<file path="src/rtl/drive_status_params.svh">
/*
 Selector constants: codes, offsets, reset values, timing.
 Assumes inclusion by bare name.
*/
`ifndef DRIVE_STATUS_PARAMS_SVH
`define DRIVE_STATUS_PARAMS_SVH

// Function codes, active-high form
`define CODE_RUNNING 11'h000
`define CODE_UNDERVOLT 11'h003
`define CODE_TORQUE_POL 11'h004
`define CODE_LIMITING 11'h005
`define CODE_KEYPAD 11'h008
`define CODE_READY 11'h00A
`define CODE_CONTACTOR 11'h00F
`define CODE_LIMIT_DLY 11'h016
`define CODE_UNIVERSAL 11'h01B
`define CODE_OVERHEAT 11'h01C
`define CODE_OUTPUT_ON 11'h023
`define CODE_PID 11'h02B
`define CODE_FORWARD 11'h034
`define CODE_REVERSE 11'h035
`define CODE_REMOTE 11'h036
`define CODE_CI_BREAK 11'h03B
`define CODE_SPEED_VALID 11'h046
`define CODE_ALARM_B0 11'h05A
`define CODE_ALARM_B1 11'h05B
`define CODE_ALARM_B2 11'h05C
`define CODE_ALARM_B3 11'h05D
`define CODE_ANY_ALARM 11'h063
`define CODE_CUSTOM_1 11'h06F
`define CODE_CUSTOM_5 11'h073
// Offset added to a code for inverted polarity
`define CODE_INVERT_OFS 11'h3E8

// Register byte offsets
`define REG_CODE_T0 8'h00
`define REG_CODE_T1 8'h04
`define REG_CODE_T2 8'h08
`define REG_CONTROL 8'h0C
`define REG_STATUS 8'h10
`define REG_CONDITIONS 8'h14
// Field positions
`define CTRL_UNIVERSAL_BIT 0
`define STAT_REFUSED_BIT 3

// Reset values of the code registers
`define RST_CODE_T0 11'h000
`define RST_CODE_T1 11'h00A
`define RST_CODE_T2 11'h063

// Timing: clock rate and times in milliseconds
`define CLK_HZ 125000000
`define MS_PER_S 1000
`define LIMIT_MIN_MS 8'h64
`define LIMIT_DELAY_MS 8'h14
`define SPEED_HOLD_MS 8'h64
// Heatsink warning margins in degrees C
`define OH_SET_MARGIN 9'h005
`define OH_CLR_MARGIN 9'h008

`endif

</file>
<file path="src/rtl/drive_status_pkg.sv">
/*
 Selector types: condition indices and the code lookup.
 Assumes the constants header is on the include path.
*/
`include "drive_status_params.svh"

package drive_status_pkg;

   // Index of each internal condition in the condition vector
   typedef enum logic [4:0] {
      COND_RUNNING, COND_UNDERVOLT, COND_TORQUE_POL, COND_LIMITING,
      COND_KEYPAD, COND_READY, COND_CONTACTOR, COND_LIMIT_DLY,
      COND_UNIVERSAL, COND_OVERHEAT, COND_OUTPUT_ON, COND_PID,
      COND_FORWARD, COND_REVERSE, COND_REMOTE, COND_CI_BREAK,
      COND_SPEED_VALID, COND_ALARM_B0, COND_ALARM_B1, COND_ALARM_B2,
      COND_ALARM_B3, COND_ANY_ALARM, COND_CUSTOM_1, COND_CUSTOM_2,
      COND_CUSTOM_3, COND_CUSTOM_4, COND_CUSTOM_5
   } cond_e;

   // Width of the condition vector
   localparam int unsigned COND_N = 27;

   // Function code type
   typedef logic [10:0] func_code_t;

   // Maps a base code to {known, index}; unknown codes give zero
   function automatic logic [5:0] code_lookup(input func_code_t base);
      logic [5:0] r;
      r = 6'h00;
      case (base)
         `CODE_RUNNING: r = {1'b1, COND_RUNNING};
         `CODE_UNDERVOLT: r = {1'b1, COND_UNDERVOLT};
         `CODE_TORQUE_POL: r = {1'b1, COND_TORQUE_POL};
         `CODE_LIMITING: r = {1'b1, COND_LIMITING};
         `CODE_KEYPAD: r = {1'b1, COND_KEYPAD};
         `CODE_READY: r = {1'b1, COND_READY};
         `CODE_CONTACTOR: r = {1'b1, COND_CONTACTOR};
         `CODE_LIMIT_DLY: r = {1'b1, COND_LIMIT_DLY};
         `CODE_UNIVERSAL: r = {1'b1, COND_UNIVERSAL};
         `CODE_OVERHEAT: r = {1'b1, COND_OVERHEAT};
         `CODE_OUTPUT_ON: r = {1'b1, COND_OUTPUT_ON};
         `CODE_PID: r = {1'b1, COND_PID};
         `CODE_FORWARD: r = {1'b1, COND_FORWARD};
         `CODE_REVERSE: r = {1'b1, COND_REVERSE};
         `CODE_REMOTE: r = {1'b1, COND_REMOTE};
         `CODE_CI_BREAK: r = {1'b1, COND_CI_BREAK};
         `CODE_SPEED_VALID: r = {1'b1, COND_SPEED_VALID};
         `CODE_ANY_ALARM: r = {1'b1, COND_ANY_ALARM};
         default: begin
            // Contiguous ranges: alarm bits and custom outputs
            if (base >= `CODE_ALARM_B0 && base <= `CODE_ALARM_B3) begin
               r = {1'b1, 5'(COND_ALARM_B0 + 5'(base - `CODE_ALARM_B0))};
            end else if (base >= `CODE_CUSTOM_1 && base <= `CODE_CUSTOM_5) begin
               r = {1'b1, 5'(COND_CUSTOM_1 + 5'(base - `CODE_CUSTOM_1))};
            end
         end
      endcase
      return r;
   endfunction

endpackage

</file>
<file path="src/rtl/term_select.sv">
/*
 One terminal stage: code decode, selection, polarity, register.
 Assumes filtered conditions synchronous to clk_i.
*/
`timescale 1ns/10ps
`include "drive_status_params.svh"

module term_select (
   input wire logic clk_i,
   input wire logic rst_i,
   input wire logic [drive_status_pkg::COND_N-1:0] cond_i,
   input wire drive_status_pkg::func_code_t code_i,
   output logic term_o
);
   import drive_status_pkg::*;

   logic inv; // Code is in the inverted range
   func_code_t base; // Code with the inversion offset removed
   logic [5:0] look; // {known, index}
   logic sel; // Chosen condition level

   // Split code into polarity and base function
   always_comb begin
      inv = (code_i >= `CODE_INVERT_OFS);
      base = inv ? func_code_t'(code_i - `CODE_INVERT_OFS) : code_i;
      look = code_lookup(base);
      sel = look[5] ? cond_i[look[4:0]] : 1'b0;
   end

   // Registered terminal; polarity applied last
   always_ff @(posedge clk_i) begin
      if (rst_i) begin
         term_o <= 1'b0;
      end else if (look[5]) begin
         term_o <= sel ^ inv;
      end else begin
         // Unknown function: inactive level
         term_o <= 1'b0;
      end
   end

endmodule

</file>
<file path="src/rtl/drive_status_output_select.sv">
/*
 Drive status-output selector.
 Builds status conditions and drives three coded terminals.
 Holds the function codes in Wishbone registers.
 Assumes synchronous status inputs.
 Assumes one classic Wishbone master.
// Function
// Code picks function; plus 1000 inverts
// Codes 90-93 give alarm code bits
// Code 99: any alarm
// Codes 111-115: custom logic outputs
// Refuse unlisted inverted codes
// Running by start/stop frequency
// Output-on also in braking and standstill modes
// Vector: zero speed/servo lock assert both
// Undervoltage: bus low or trip stop
// Torque polarity high when braking
// Limiting held at least 100 ms
// Delayed limiting after 20 ms
// Keypad source output
// Ready: prepared and no alarm
// Contactor on at run, off stopped
// Universal output from software
// Overheat warning: on trip-5, off trip-8
// PID active while enabled
// Forward/reverse by running direction
// Remote mode output
// Current-loop break from comparator
// Speed valid, cleared 100 ms below
// Registered terminals; unknown code inactive
// Inversion after selection and filtering
*/
`timescale 1ns/10ps
`include "drive_status_params.svh"

module drive_status_output_select #(
   parameter int unsigned TICK_CYCLES = `CLK_HZ / `MS_PER_S // Cycles per ms
) (
   input wire logic clk_i,
   input wire logic rst_i,
   // Wishbone classic slave
   input wire logic [7:0] wb_adr_i,
   input wire logic [31:0] wb_dat_i,
   input wire logic [3:0] wb_sel_i,
   input wire logic wb_we_i,
   input wire logic wb_cyc_i,
   input wire logic wb_stb_i,
   output logic [31:0] wb_dat_o,
   output logic wb_ack_o,
   // Drive state
   input wire logic freq_above_start_i,
   input wire logic freq_below_stop_i,
   input wire logic vector_ctrl_i,
   input wire logic dc_braking_i,
   input wire logic condensation_prev_i,
   input wire logic pre_excitation_i,
   input wire logic zero_speed_ctrl_i,
   input wire logic servo_lock_i,
   input wire logic reverse_dir_i,
   input wire logic bus_below_uv_i,
   input wire logic uv_trip_stop_i,
   input wire logic torque_braking_i,
   input wire logic torque_limit_i,
   input wire logic current_limit_i,
   input wire logic hw_oc_limit_i,
   input wire logic ov_decel_limit_i,
   input wire logic keypad_source_i,
   input wire logic prep_done_i,
   input wire logic forward_run_command_i,
   input wire logic motor_stopped_i,
   input wire logic [7:0] heatsink_temp_i,
   input wire logic [7:0] heatsink_overheat_trip_i,
   input wire logic pid_enable_i,
   input wire logic remote_mode_i,
   input wire logic current_loop_input_low_i,
   input wire logic ref_above_stop_i,
   input wire logic det_above_stop_i,
   input wire logic sensorless_i,
   input wire logic alarm_active_i,
   input wire logic [3:0] alarm_code_i,
   input wire logic [4:0] custom_logic_i,
   // Output terminals
   output logic [2:0] terminals_o
);
   import drive_status_pkg::*;

   localparam int unsigned TICK_W = $clog2(TICK_CYCLES + 1);

   // Registers
   func_code_t code_reg [3]; // Code per terminal
   logic universal_reg; // Universal value
   logic refused_reg; // Refusal seen
   logic run_reg; // Running state
   logic contactor_reg; // Contactor hold
   logic overheat_reg; // Heatsink warning
   logic limit_ind_reg; // Stretched limiting
   logic [7:0] limit_hold_reg; // Hold ms left
   logic limit_dly_reg; // Delayed limiting
   logic [7:0] limit_age_reg; // Limiting ms
   logic speed_valid_reg; // Speed valid
   logic [7:0] speed_low_reg; // Low-speed ms
   logic [TICK_W-1:0] tick_cnt_reg; // Ms divider
   logic tick_reg; // Ms enable

   // Combinational helpers
   logic [COND_N-1:0] cond; // Conditions
   logic limit_any; // Any limiting
   logic speed_above; // Above stop
   logic running; // Running
   logic output_on; // Output on
   logic req; // New request
   logic wr; // Write
   logic [2:0] wr_code; // Code write
   func_code_t new_code; // Merged code
   logic new_inv; // Inverted code
   func_code_t new_base; // Base code
   logic refuse; // Refuse write
   logic refused_clr; // Flag clear
   logic [31:0] rd_data; // Read mux

   // Millisecond enable from the clock divider
   always_ff @(posedge clk_i) begin
      if (rst_i) begin
         tick_cnt_reg <= '0;
         tick_reg <= 1'b0;
      end else if (tick_cnt_reg == TICK_W'(TICK_CYCLES - 1)) begin
         tick_cnt_reg <= '0;
         tick_reg <= 1'b1;
      end else begin
         tick_cnt_reg <= TICK_W'(tick_cnt_reg + 1'b1);
         tick_reg <= 1'b0;
      end
   end

   // Running state: set above start, cleared below stop
   always_ff @(posedge clk_i) begin
      if (rst_i) begin
         run_reg <= 1'b0;
      end else if (freq_above_start_i) begin
         run_reg <= 1'b1;
      end else if (freq_below_stop_i) begin
         run_reg <= 1'b0;
      end
   end

   // Running and output-on indications
   always_comb begin
      if (vector_ctrl_i) begin
         // Zero speed or servo lock assert both
         running = run_reg | zero_speed_ctrl_i | servo_lock_i;
         output_on = running | dc_braking_i | pre_excitation_i | condensation_prev_i;
      end else begin
         // Low in DC braking and condensation prevention
         running = run_reg & ~dc_braking_i & ~condensation_prev_i;
         // Held through braking and the rest
         output_on = run_reg | dc_braking_i | pre_excitation_i
                     | zero_speed_ctrl_i | condensation_prev_i;
      end
   end

   // Line contactor: on at run command, off once stopped
   always_ff @(posedge clk_i) begin
      if (rst_i) begin
         contactor_reg <= 1'b0;
      end else if (forward_run_command_i) begin
         contactor_reg <= 1'b1;
      end else if (motor_stopped_i) begin
         contactor_reg <= 1'b0;
      end
   end

   // Heatsink warning with 5/8 degree hysteresis
   always_ff @(posedge clk_i) begin
      if (rst_i) begin
         overheat_reg <= 1'b0;
      end else if ({1'b0, heatsink_temp_i} + `OH_SET_MARGIN > {1'b0, heatsink_overheat_trip_i}) begin
         overheat_reg <= 1'b1;
      end else if ({1'b0, heatsink_temp_i} + `OH_CLR_MARGIN <= {1'b0, heatsink_overheat_trip_i}) begin
         overheat_reg <= 1'b0;
      end
   end

   // Any limiting action
   assign limit_any = torque_limit_i | current_limit_i | hw_oc_limit_i | ov_decel_limit_i;

   // Limiting indication with a minimum width
   always_ff @(posedge clk_i) begin
      if (rst_i) begin
         limit_ind_reg <= 1'b0;
         limit_hold_reg <= 8'h00;
      end else if (!limit_ind_reg && limit_any) begin
         // Rising: one extra tick covers the divider phase
         limit_ind_reg <= 1'b1;
         limit_hold_reg <= 8'(`LIMIT_MIN_MS + 8'h01);
      end else begin
         if (tick_reg && limit_hold_reg != 8'h00) begin
            limit_hold_reg <= 8'(limit_hold_reg - 8'h01);
         end
         // Drops only when hold is over and no limiting
         if (!limit_any && limit_hold_reg == 8'h00) begin
            limit_ind_reg <= 1'b0;
         end
      end
   end

   // Delayed limiting: needs continuous limiting
   always_ff @(posedge clk_i) begin
      if (rst_i) begin
         limit_dly_reg <= 1'b0;
         limit_age_reg <= 8'h00;
      end else if (!limit_any) begin
         // Any gap restarts the count
         limit_dly_reg <= 1'b0;
         limit_age_reg <= 8'h00;
      end else if (tick_reg) begin
         if (limit_age_reg > `LIMIT_DELAY_MS) begin
            limit_dly_reg <= 1'b1;
         end else begin
            limit_age_reg <= 8'(limit_age_reg + 8'h01);
         end
      end
   end

   // Speed criterion: reference only without sensor
   assign speed_above = sensorless_i ? ref_above_stop_i : (ref_above_stop_i | det_above_stop_i);

   // Speed valid: set at once, cleared after a low spell
   always_ff @(posedge clk_i) begin
      if (rst_i) begin
         speed_valid_reg <= 1'b0;
         speed_low_reg <= 8'h00;
      end else if (speed_above) begin
         speed_valid_reg <= 1'b1;
         speed_low_reg <= 8'h00;
      end else if (tick_reg) begin
         if (speed_low_reg > `SPEED_HOLD_MS) begin
            speed_valid_reg <= 1'b0;
         end else begin
            speed_low_reg <= 8'(speed_low_reg + 8'h01);
         end
      end
   end

   // Condition vector
   always_comb begin
      cond = '0;
      cond[COND_RUNNING] = running;
      cond[COND_OUTPUT_ON] = output_on;
      cond[COND_UNDERVOLT] = bus_below_uv_i | uv_trip_stop_i;
      cond[COND_TORQUE_POL] = torque_braking_i;
      cond[COND_LIMITING] = limit_ind_reg;
      cond[COND_LIMIT_DLY] = limit_dly_reg;
      cond[COND_KEYPAD] = keypad_source_i;
      cond[COND_READY] = prep_done_i & ~alarm_active_i;
      cond[COND_CONTACTOR] = contactor_reg;
      cond[COND_UNIVERSAL] = universal_reg;
      cond[COND_OVERHEAT] = overheat_reg;
      cond[COND_PID] = pid_enable_i;
      cond[COND_FORWARD] = running & ~reverse_dir_i;
      cond[COND_REVERSE] = running & reverse_dir_i;
      cond[COND_REMOTE] = remote_mode_i;
      cond[COND_CI_BREAK] = current_loop_input_low_i;
      cond[COND_SPEED_VALID] = speed_valid_reg;
      cond[COND_ANY_ALARM] = alarm_active_i;
      // Binary-weighted alarm category bits
      cond[COND_ALARM_B3:COND_ALARM_B0] = alarm_code_i;
      // Customizable logic outputs
      cond[COND_CUSTOM_5:COND_CUSTOM_1] = custom_logic_i;
   end

   // Bus request decode and write checks
   always_comb begin
      req = wb_cyc_i & wb_stb_i & ~wb_ack_o;
      wr = req & wb_we_i;
      wr_code[0] = wr && (wb_adr_i == `REG_CODE_T0);
      wr_code[1] = wr && (wb_adr_i == `REG_CODE_T1);
      wr_code[2] = wr && (wb_adr_i == `REG_CODE_T2);
      new_code = code_reg[0];
      for (int i = 0; i < 3; i++) begin
         if (wr_code[i]) begin
            new_code = code_reg[i];
         end
      end
      // Merge byte lanes into the held code
      if (wb_sel_i[0]) begin
         new_code[7:0] = wb_dat_i[7:0];
      end
      if (wb_sel_i[1]) begin
         new_code[10:8] = wb_dat_i[10:8];
      end
      new_inv = (new_code >= `CODE_INVERT_OFS);
      new_base = new_inv ? func_code_t'(new_code - `CODE_INVERT_OFS) : new_code;
      // Inverted form only for functions that have one
      refuse = new_inv & ~code_lookup(new_base)[5];
      refused_clr = wr && (wb_adr_i == `REG_STATUS) && wb_sel_i[0] && wb_dat_i[`STAT_REFUSED_BIT];
   end

   // Code registers; a refused code leaves the old one
   always_ff @(posedge clk_i) begin
      if (rst_i) begin
         code_reg[0] <= `RST_CODE_T0;
         code_reg[1] <= `RST_CODE_T1;
         code_reg[2] <= `RST_CODE_T2;
      end else begin
         for (int i = 0; i < 3; i++) begin
            if (wr_code[i] && !refuse) begin
               code_reg[i] <= new_code;
            end
         end
      end
   end

   // Control register: universal output value
   always_ff @(posedge clk_i) begin
      if (rst_i) begin
         universal_reg <= 1'b0;
      end else if (wr && wb_adr_i == `REG_CONTROL && wb_sel_i[0]) begin
         universal_reg <= wb_dat_i[`CTRL_UNIVERSAL_BIT];
      end
   end

   // Refused flag: write one clears, a new refusal wins
   always_ff @(posedge clk_i) begin
      if (rst_i) begin
         refused_reg <= 1'b0;
      end else if (|wr_code && refuse) begin
         refused_reg <= 1'b1;
      end else if (refused_clr) begin
         refused_reg <= 1'b0;
      end
   end

   // Read mux; unmapped offsets read zero
   always_comb begin
      rd_data = 32'h0000_0000;
      case (wb_adr_i)
         `REG_CODE_T0: rd_data[10:0] = code_reg[0];
         `REG_CODE_T1: rd_data[10:0] = code_reg[1];
         `REG_CODE_T2: rd_data[10:0] = code_reg[2];
         `REG_CONTROL: rd_data[`CTRL_UNIVERSAL_BIT] = universal_reg;
         `REG_STATUS: begin
            rd_data[2:0] = terminals_o;
            rd_data[`STAT_REFUSED_BIT] = refused_reg;
         end
         `REG_CONDITIONS: rd_data[COND_N-1:0] = cond;
         default: rd_data = 32'h0000_0000;
      endcase
   end

   // Bus answer: ack one cycle after the request, then drop
   always_ff @(posedge clk_i) begin
      if (rst_i) begin
         wb_ack_o <= 1'b0;
         wb_dat_o <= 32'h0000_0000;
      end else begin
         wb_ack_o <= req;
         if (req && !wb_we_i) begin
            wb_dat_o <= rd_data;
         end
      end
   end

   // Three terminal stages, registered
   for (genvar t = 0; t < 3; t++) begin : g_term
      term_select u_term (
         .clk_i(clk_i),
         .rst_i(rst_i),
         .cond_i(cond),
         .code_i(code_reg[t]),
         .term_o(terminals_o[t])
      );
   end

endmodule

</file>
<file path="config.mk">
export PLATFORM = sky130hd
export DESIGN_NAME = drive_status_output_select
export DESIGN_NICKNAME = d
export VERILOG_FILES = /design/src/rtl/drive_status_pkg.sv /design/src/rtl/term_select.sv /design/src/rtl/drive_status_output_select.sv
export VERILOG_INCLUDE_DIRS = /design/src /design/src/rtl
export SDC_FILE = /design/constraint.sdc
export NUM_CORES = 1
export LEC_CHECK = 0
export BUFFER_PORTS_ARGS = -buffer_cell sky130_fd_sc_hd__buf_4
export CAP_MARGIN = 0
export CORE_MARGIN = 2
export CORE_UTILIZATION = 45
export CTS_CLUSTER_DIAMETER = 50
export DETAILED_ROUTE_END_ITERATION = 6
export GPL_TIMING_DRIVEN = 0
export PLACE_DENSITY = 0.67
export SLEW_MARGIN = 5
export SYNTH_ARGS = -nofsm -noshare
export SYNTH_HDL_FRONTEND = slang
export SYNTH_HIERARCHICAL = 1
export SYNTH_SLANG_ARGS = --single-unit
</file>
<file path="constraint.sdc">
create_clock -name clk_i -period 10.95 [get_ports clk_i]
set_clock_uncertainty 0.05 [all_clocks]
set_input_delay 2.19 -clock clk_i [delete_from_list [all_inputs] [get_ports clk_i]]
set_output_delay 2.19 -clock clk_i [all_outputs]
set_load 0.01 [all_outputs]
</file>
; ---- After elaboration in Yosys (flattened, before gate mapping)
; Memories as Yosys holds them, arrays and structs flattened.
; Cells that the tools add are included.
[word_totals]
reg_bits = 81
ramBits = 33
inputBits = 101
output_inout_bits = 36
n_memories = 1
[op_classes]
add_sub_neg = 26
magnitude_cmp = 27
eq_ne = 74
muxes = 66
bitwise = 41
n_reduce_logical = 55
[memory_table]
columns = memory, words, width, rd, rd_clocked_by_memory_dff, wr, line
row1 = code_reg, 3, 11, 3, 0, 3, drive_status_output_select.sv:90  ; func_code_t code_reg [3];
[ops]
columns = cell, n
row1 = $pmux 6 s18, 4
row2 = $eq 11x6->1 const B, 24
row3 = $eq 11x4->1 const B, 12
row4 = $eq 11x5->1 const B, 12
row5 = $mux 11, 9
row6 = $eq 11x3->1 const B, 8
row7 = $eq 11x7->1 const B, 8
row8 = $ge 11x7->1 const B, 8
row9 = $le 11x7->1 const B, 8
row10 = $mux 6, 8
row11 = $eq 11x2->1 const B, 4
row12 = $ge 11x10->1 const B, 4
row13 = $logic_not 11->1, 4
row14 = $sub 11x10->11 const B, 4
row15 = $add 5x5->5 const A, 8
row16 = $mux 1, 34
row17 = $pmux 7 s4, 1
row18 = $logic_and 1x1->1, 24
row19 = $sub 5x4->5 const B, 4
row20 = $sub 5x5->5 const B, 4
row21 = $lt 5x6->1 const B, 3
row22 = $add 17x1->17 const B, 1
row23 = $eq 17x17->1 const B, 1
row24 = $or 1x1->1, 17
row25 = 28 further kinds, 75

; ---- Logic depth before layout (Yosys ltp)
[logic_depth]
depth_word = 22
ltp_mapped = 17

; ---- Cells and area by module
; The synthesis kept the hierarchy.
[modules_own_cells]
columns = module, instances, cells_each, area_each_um2
row1 = drive_status_output_select, 1, 731, 6530.0
row2 = term_select, 3, 221, 1426.4

; ---- Worst setup path after synthesis
; Ideal clock, no wire load.
[synth_timing]
path_type = input -> register
from = input port wb_adr_i[5]
to = memory code_reg[0][11] in the netlist's numbering, enable pin
arrival_time_ns = 5.918
t_required_ns = 10.608
path_slack_ns = 4.690
path_stages = 15
path_buffers = 2
cell_sequence = or4_4 > buf_6 > nor3_1 > a222oi_1 > ha_1 > o21ai_1 > o31ai_4 > a31oi_4 > mux2i_4 > o41ai_1 > a41o_1 > a211o_1 > or2_1 > buf_6 > a31o_1
[synth_rtl]
columns = item, line
row1 = from (decl), drive_status_output_select.sv:42  ; input wire logic [7:0] wb_adr_i,
row2 = to (decl), drive_status_output_select.sv:90

==> impl_metrics.tcl <==
set metrics [dict create \
    outcome "complete, no violations" \
    antenna_found_initial 0 \
    rsz0062_at_grt "false" \
    drt-initial-drc-count 1253 \
    period_needed_ns 6.85 \
    dieArea_sq_mm 0.0253 \
    synth_seq_area_share_pct 24.2 \
    maxCapViolCount 0 \
    grt_first_pass_wirelength_mm 57.8 \
    p_leak_nw 4.63 \
    cp.required_ns 10.95 \
    final_common_cell "nor2_1" \
    dp_hpwl_mm 27.8 \
    floorplan.die.width_um 159 \
    ir_drop_mv 0.0784 \
    setup_slack_ns 4.10 \
    synth_area_sq_mm 0.0108 \
    cts_tree "done" \
    fin_nets 1674 \
    async_flop_share_pct 0 \
    n_antenna_cell 0 \
    drc_errors 0 \
    p_clk_share_pct 44.9 \
    tightestPinTransition_ns 1.02 \
    slew_headroom_pct 31.1 \
    hp-class "flop to flop" \
    rows 56 \
    cts.sinks 114 \
    port_buffers 107 \
    design_area_sq_mm 0.0127 \
    drive_gt1_share_pct 14.4 \
    clkTransAtPathRegs_ns 0.06 \
    finalCritPeriodShare_pct 62.6 \
    finalWirelength_mm 36.4 \
    routed-via-count 11800 \
    synth_edf_count 33 \
    cts_setup_buffers 0 \
    largest_reg_flops 33 \
    cts_buffer_depth 2 \
    cts_hold_buf 0 \
    postCtsResizedCells 0 \
    fmax_mhz 146 \
    drtAntennaViolNets 0 \
    routabilityCongestion 0.956 \
    syn_to_final_growth_pct 17.1 \
    pre_cts_ws_ns 3.38 \
    drv_slew 0 \
    cp_max_fo 11 \
    utilization_pct 53.8 \
    reg2regPathDepth 15 \
    combPwrFrac_pct 19.5 \
    hold_viol_final 0 \
    grt_max_degree 17 \
    syn_inst 1394 \
    drt-wirelength-per-cell_um 19.6 \
    syn_avg_cell_area_sq_um 7.75 \
    critPathKind "primary input to flop" \
    grt_usage_pct 27.9 \
    cellPowerDensity_mw_per_mm2 102 \
    grt_overflow 0 \
    die_y_um 159 \
    layout_common_cells "152 x nor2_1, 113 x buf_4, 99 x nand2_1" \
    cp_data_arrival_time_ns 6.85 \
    p_int_mw 0.920 \
    numCtsBuffers 17 \
    cts_root_buf "clkbuf_16" \
    seqPwrFrac_pct 35.6 \
    htree_levels 4 \
    grt_pass1_vias 10900 \
    io_pins 137 \
    start_util_pct 45.9 \
    ys_types 100 \
    setup_viol 0 \
    power_switching_mw 0.371 \
    place_area_sq_mm 0.0120 \
    synth_warnings 6 \
    end_kind "flop" \
    swShare_pct 28.7 \
    drt_first_pass_iters 6 \
    hold_depth 2 \
    crit_path_start_kind "primary input" \
    ys.flop_type "dfxtp_1" \
    clk-insertion-delay-late_ns 0.42 \
    viasPerCell 6.36 \
    coreArea_sq_mm 0.0235 \
    ys_ff_latch 114 \
    fin_tns_setup_ns 0 \
]
==> power by group through the flow <==
| stage | Combinational [mW] | Clock, mW | Sequential (mW) |
|---|---|---|---|
| after floorplan | 0.168 | 0 | 0.460 |
| after global placement | 0.244 | 0 | 0.467 |
| after detailed placement | 0.246 | 0 | 0.467 |
| after CTS | 0.247 | 0.583 | 0.458 |
| after global routing | 0.276 | 0.607 | 0.460 |
| final | 0.252 | 0.580 | 0.459 |
==> critical path, stage by stage <==
cell	delay, ns
buf_4	0.13
or4_4	0.59
buf_6	0.18
nor3_1	0.54
a222oi_1	0.25
buf_2	0.25
ha_1	0.20
o21ai_1	0.13
o31ai_4	0.14
a31oi_4	0.41
mux2i_4	0.35
nand3_1	0.11
mux2_2	0.28
o211ai_1	0.22
or2_1	0.15
buf_6	0.13
a31o_1	0.58
==> metal layers <==
metal,vias to the layer above,GRT usage [%],part of all wire [%]
met3,88,6.20,9.7
met4,0,10.8,3.4
li1,5545,-,-
met2,580,44.9,45
met1,5605,36.7,42
met5,-,0,0
==> cell families after synthesis <==
group,after synthesis,share of synthesized area (%)
AND/OR/NAND/NOR,606,29.8
other,1,0.0347
AO/OA/AOI/OAI,398,26.7
flip-flops,114,24.2
buffers and inverters,129,5.14
multiplexers,40,3.88
adder cells (fa/ha/maj),48,5.56
XOR/XNOR,58,4.70
==> path summary, 6_finish.rpt <==
kind,from,end,slack [ns]
worst min register to register,wb_dat_o[13],wb_dat_o[13],0.42
worst max register to register,code_reg[0][14],g_term[1].u_term/term_o,5.63
worst max-delay path,wb_adr_i[5],code_reg[0][5],4.10
worst min-delay path,wb_dat_o[13],wb_dat_o[13],0.42
==> per-stage QoR <==
stage                     instances  total power, mW  hold slack [ns]
after floorplan                1398            0.628            0.376
after global placement         1824            0.711            0.390
after detailed placement       1824            0.713            0.403
after CTS                      1856             1.29            0.416
after global routing           1857             1.34            0.433
final                          1857             1.29            0.416
==> Yosys cell counts, types with 10 or more instances <==
cell      number  share of area (%)
or2_2         11               0.64
and3_1        21                1.2
inv_1         45                1.6
xor2_1        17                1.4
xnor2_1       41                3.3
clkbuf_1      56                1.9
a31oi_1       33                1.9
edfxtp_1      33                9.2
nand4_1       44                2.5
nor2b_1       26                1.5
nand2_1       99                3.4
o221ai_1      10               0.81
o21ai_0       69                3.2
o21a_1        12               0.83
a22oi_1       29                2.0
a221oi_1      10               0.81
and2_1        17               0.98
nor4b_1       11               0.89
nor3_1        42                1.9
nand2b_1      19                1.1
a21oi_1       87                4.0
nor4_1        18                1.0
nor2_1       152                5.3
ha_1          48                5.6
dfxtp_1       81                 15
mux2i_1       34                3.1
or3_1         16               0.93
nand3_1       73                3.4
==> final cells by class <==
type                    count  area [sq um]
fillers                  2287         10900
multi-input cells        1155          7660
flip-flops and latches    114          2610
repair buffers            108           808
clock buffers              23           510
well taps                 319           399
plain buffers              79           365
inverters                  50           190
clock inverters             9           114
No activity file was read; power rests on OpenSTA's default activity.
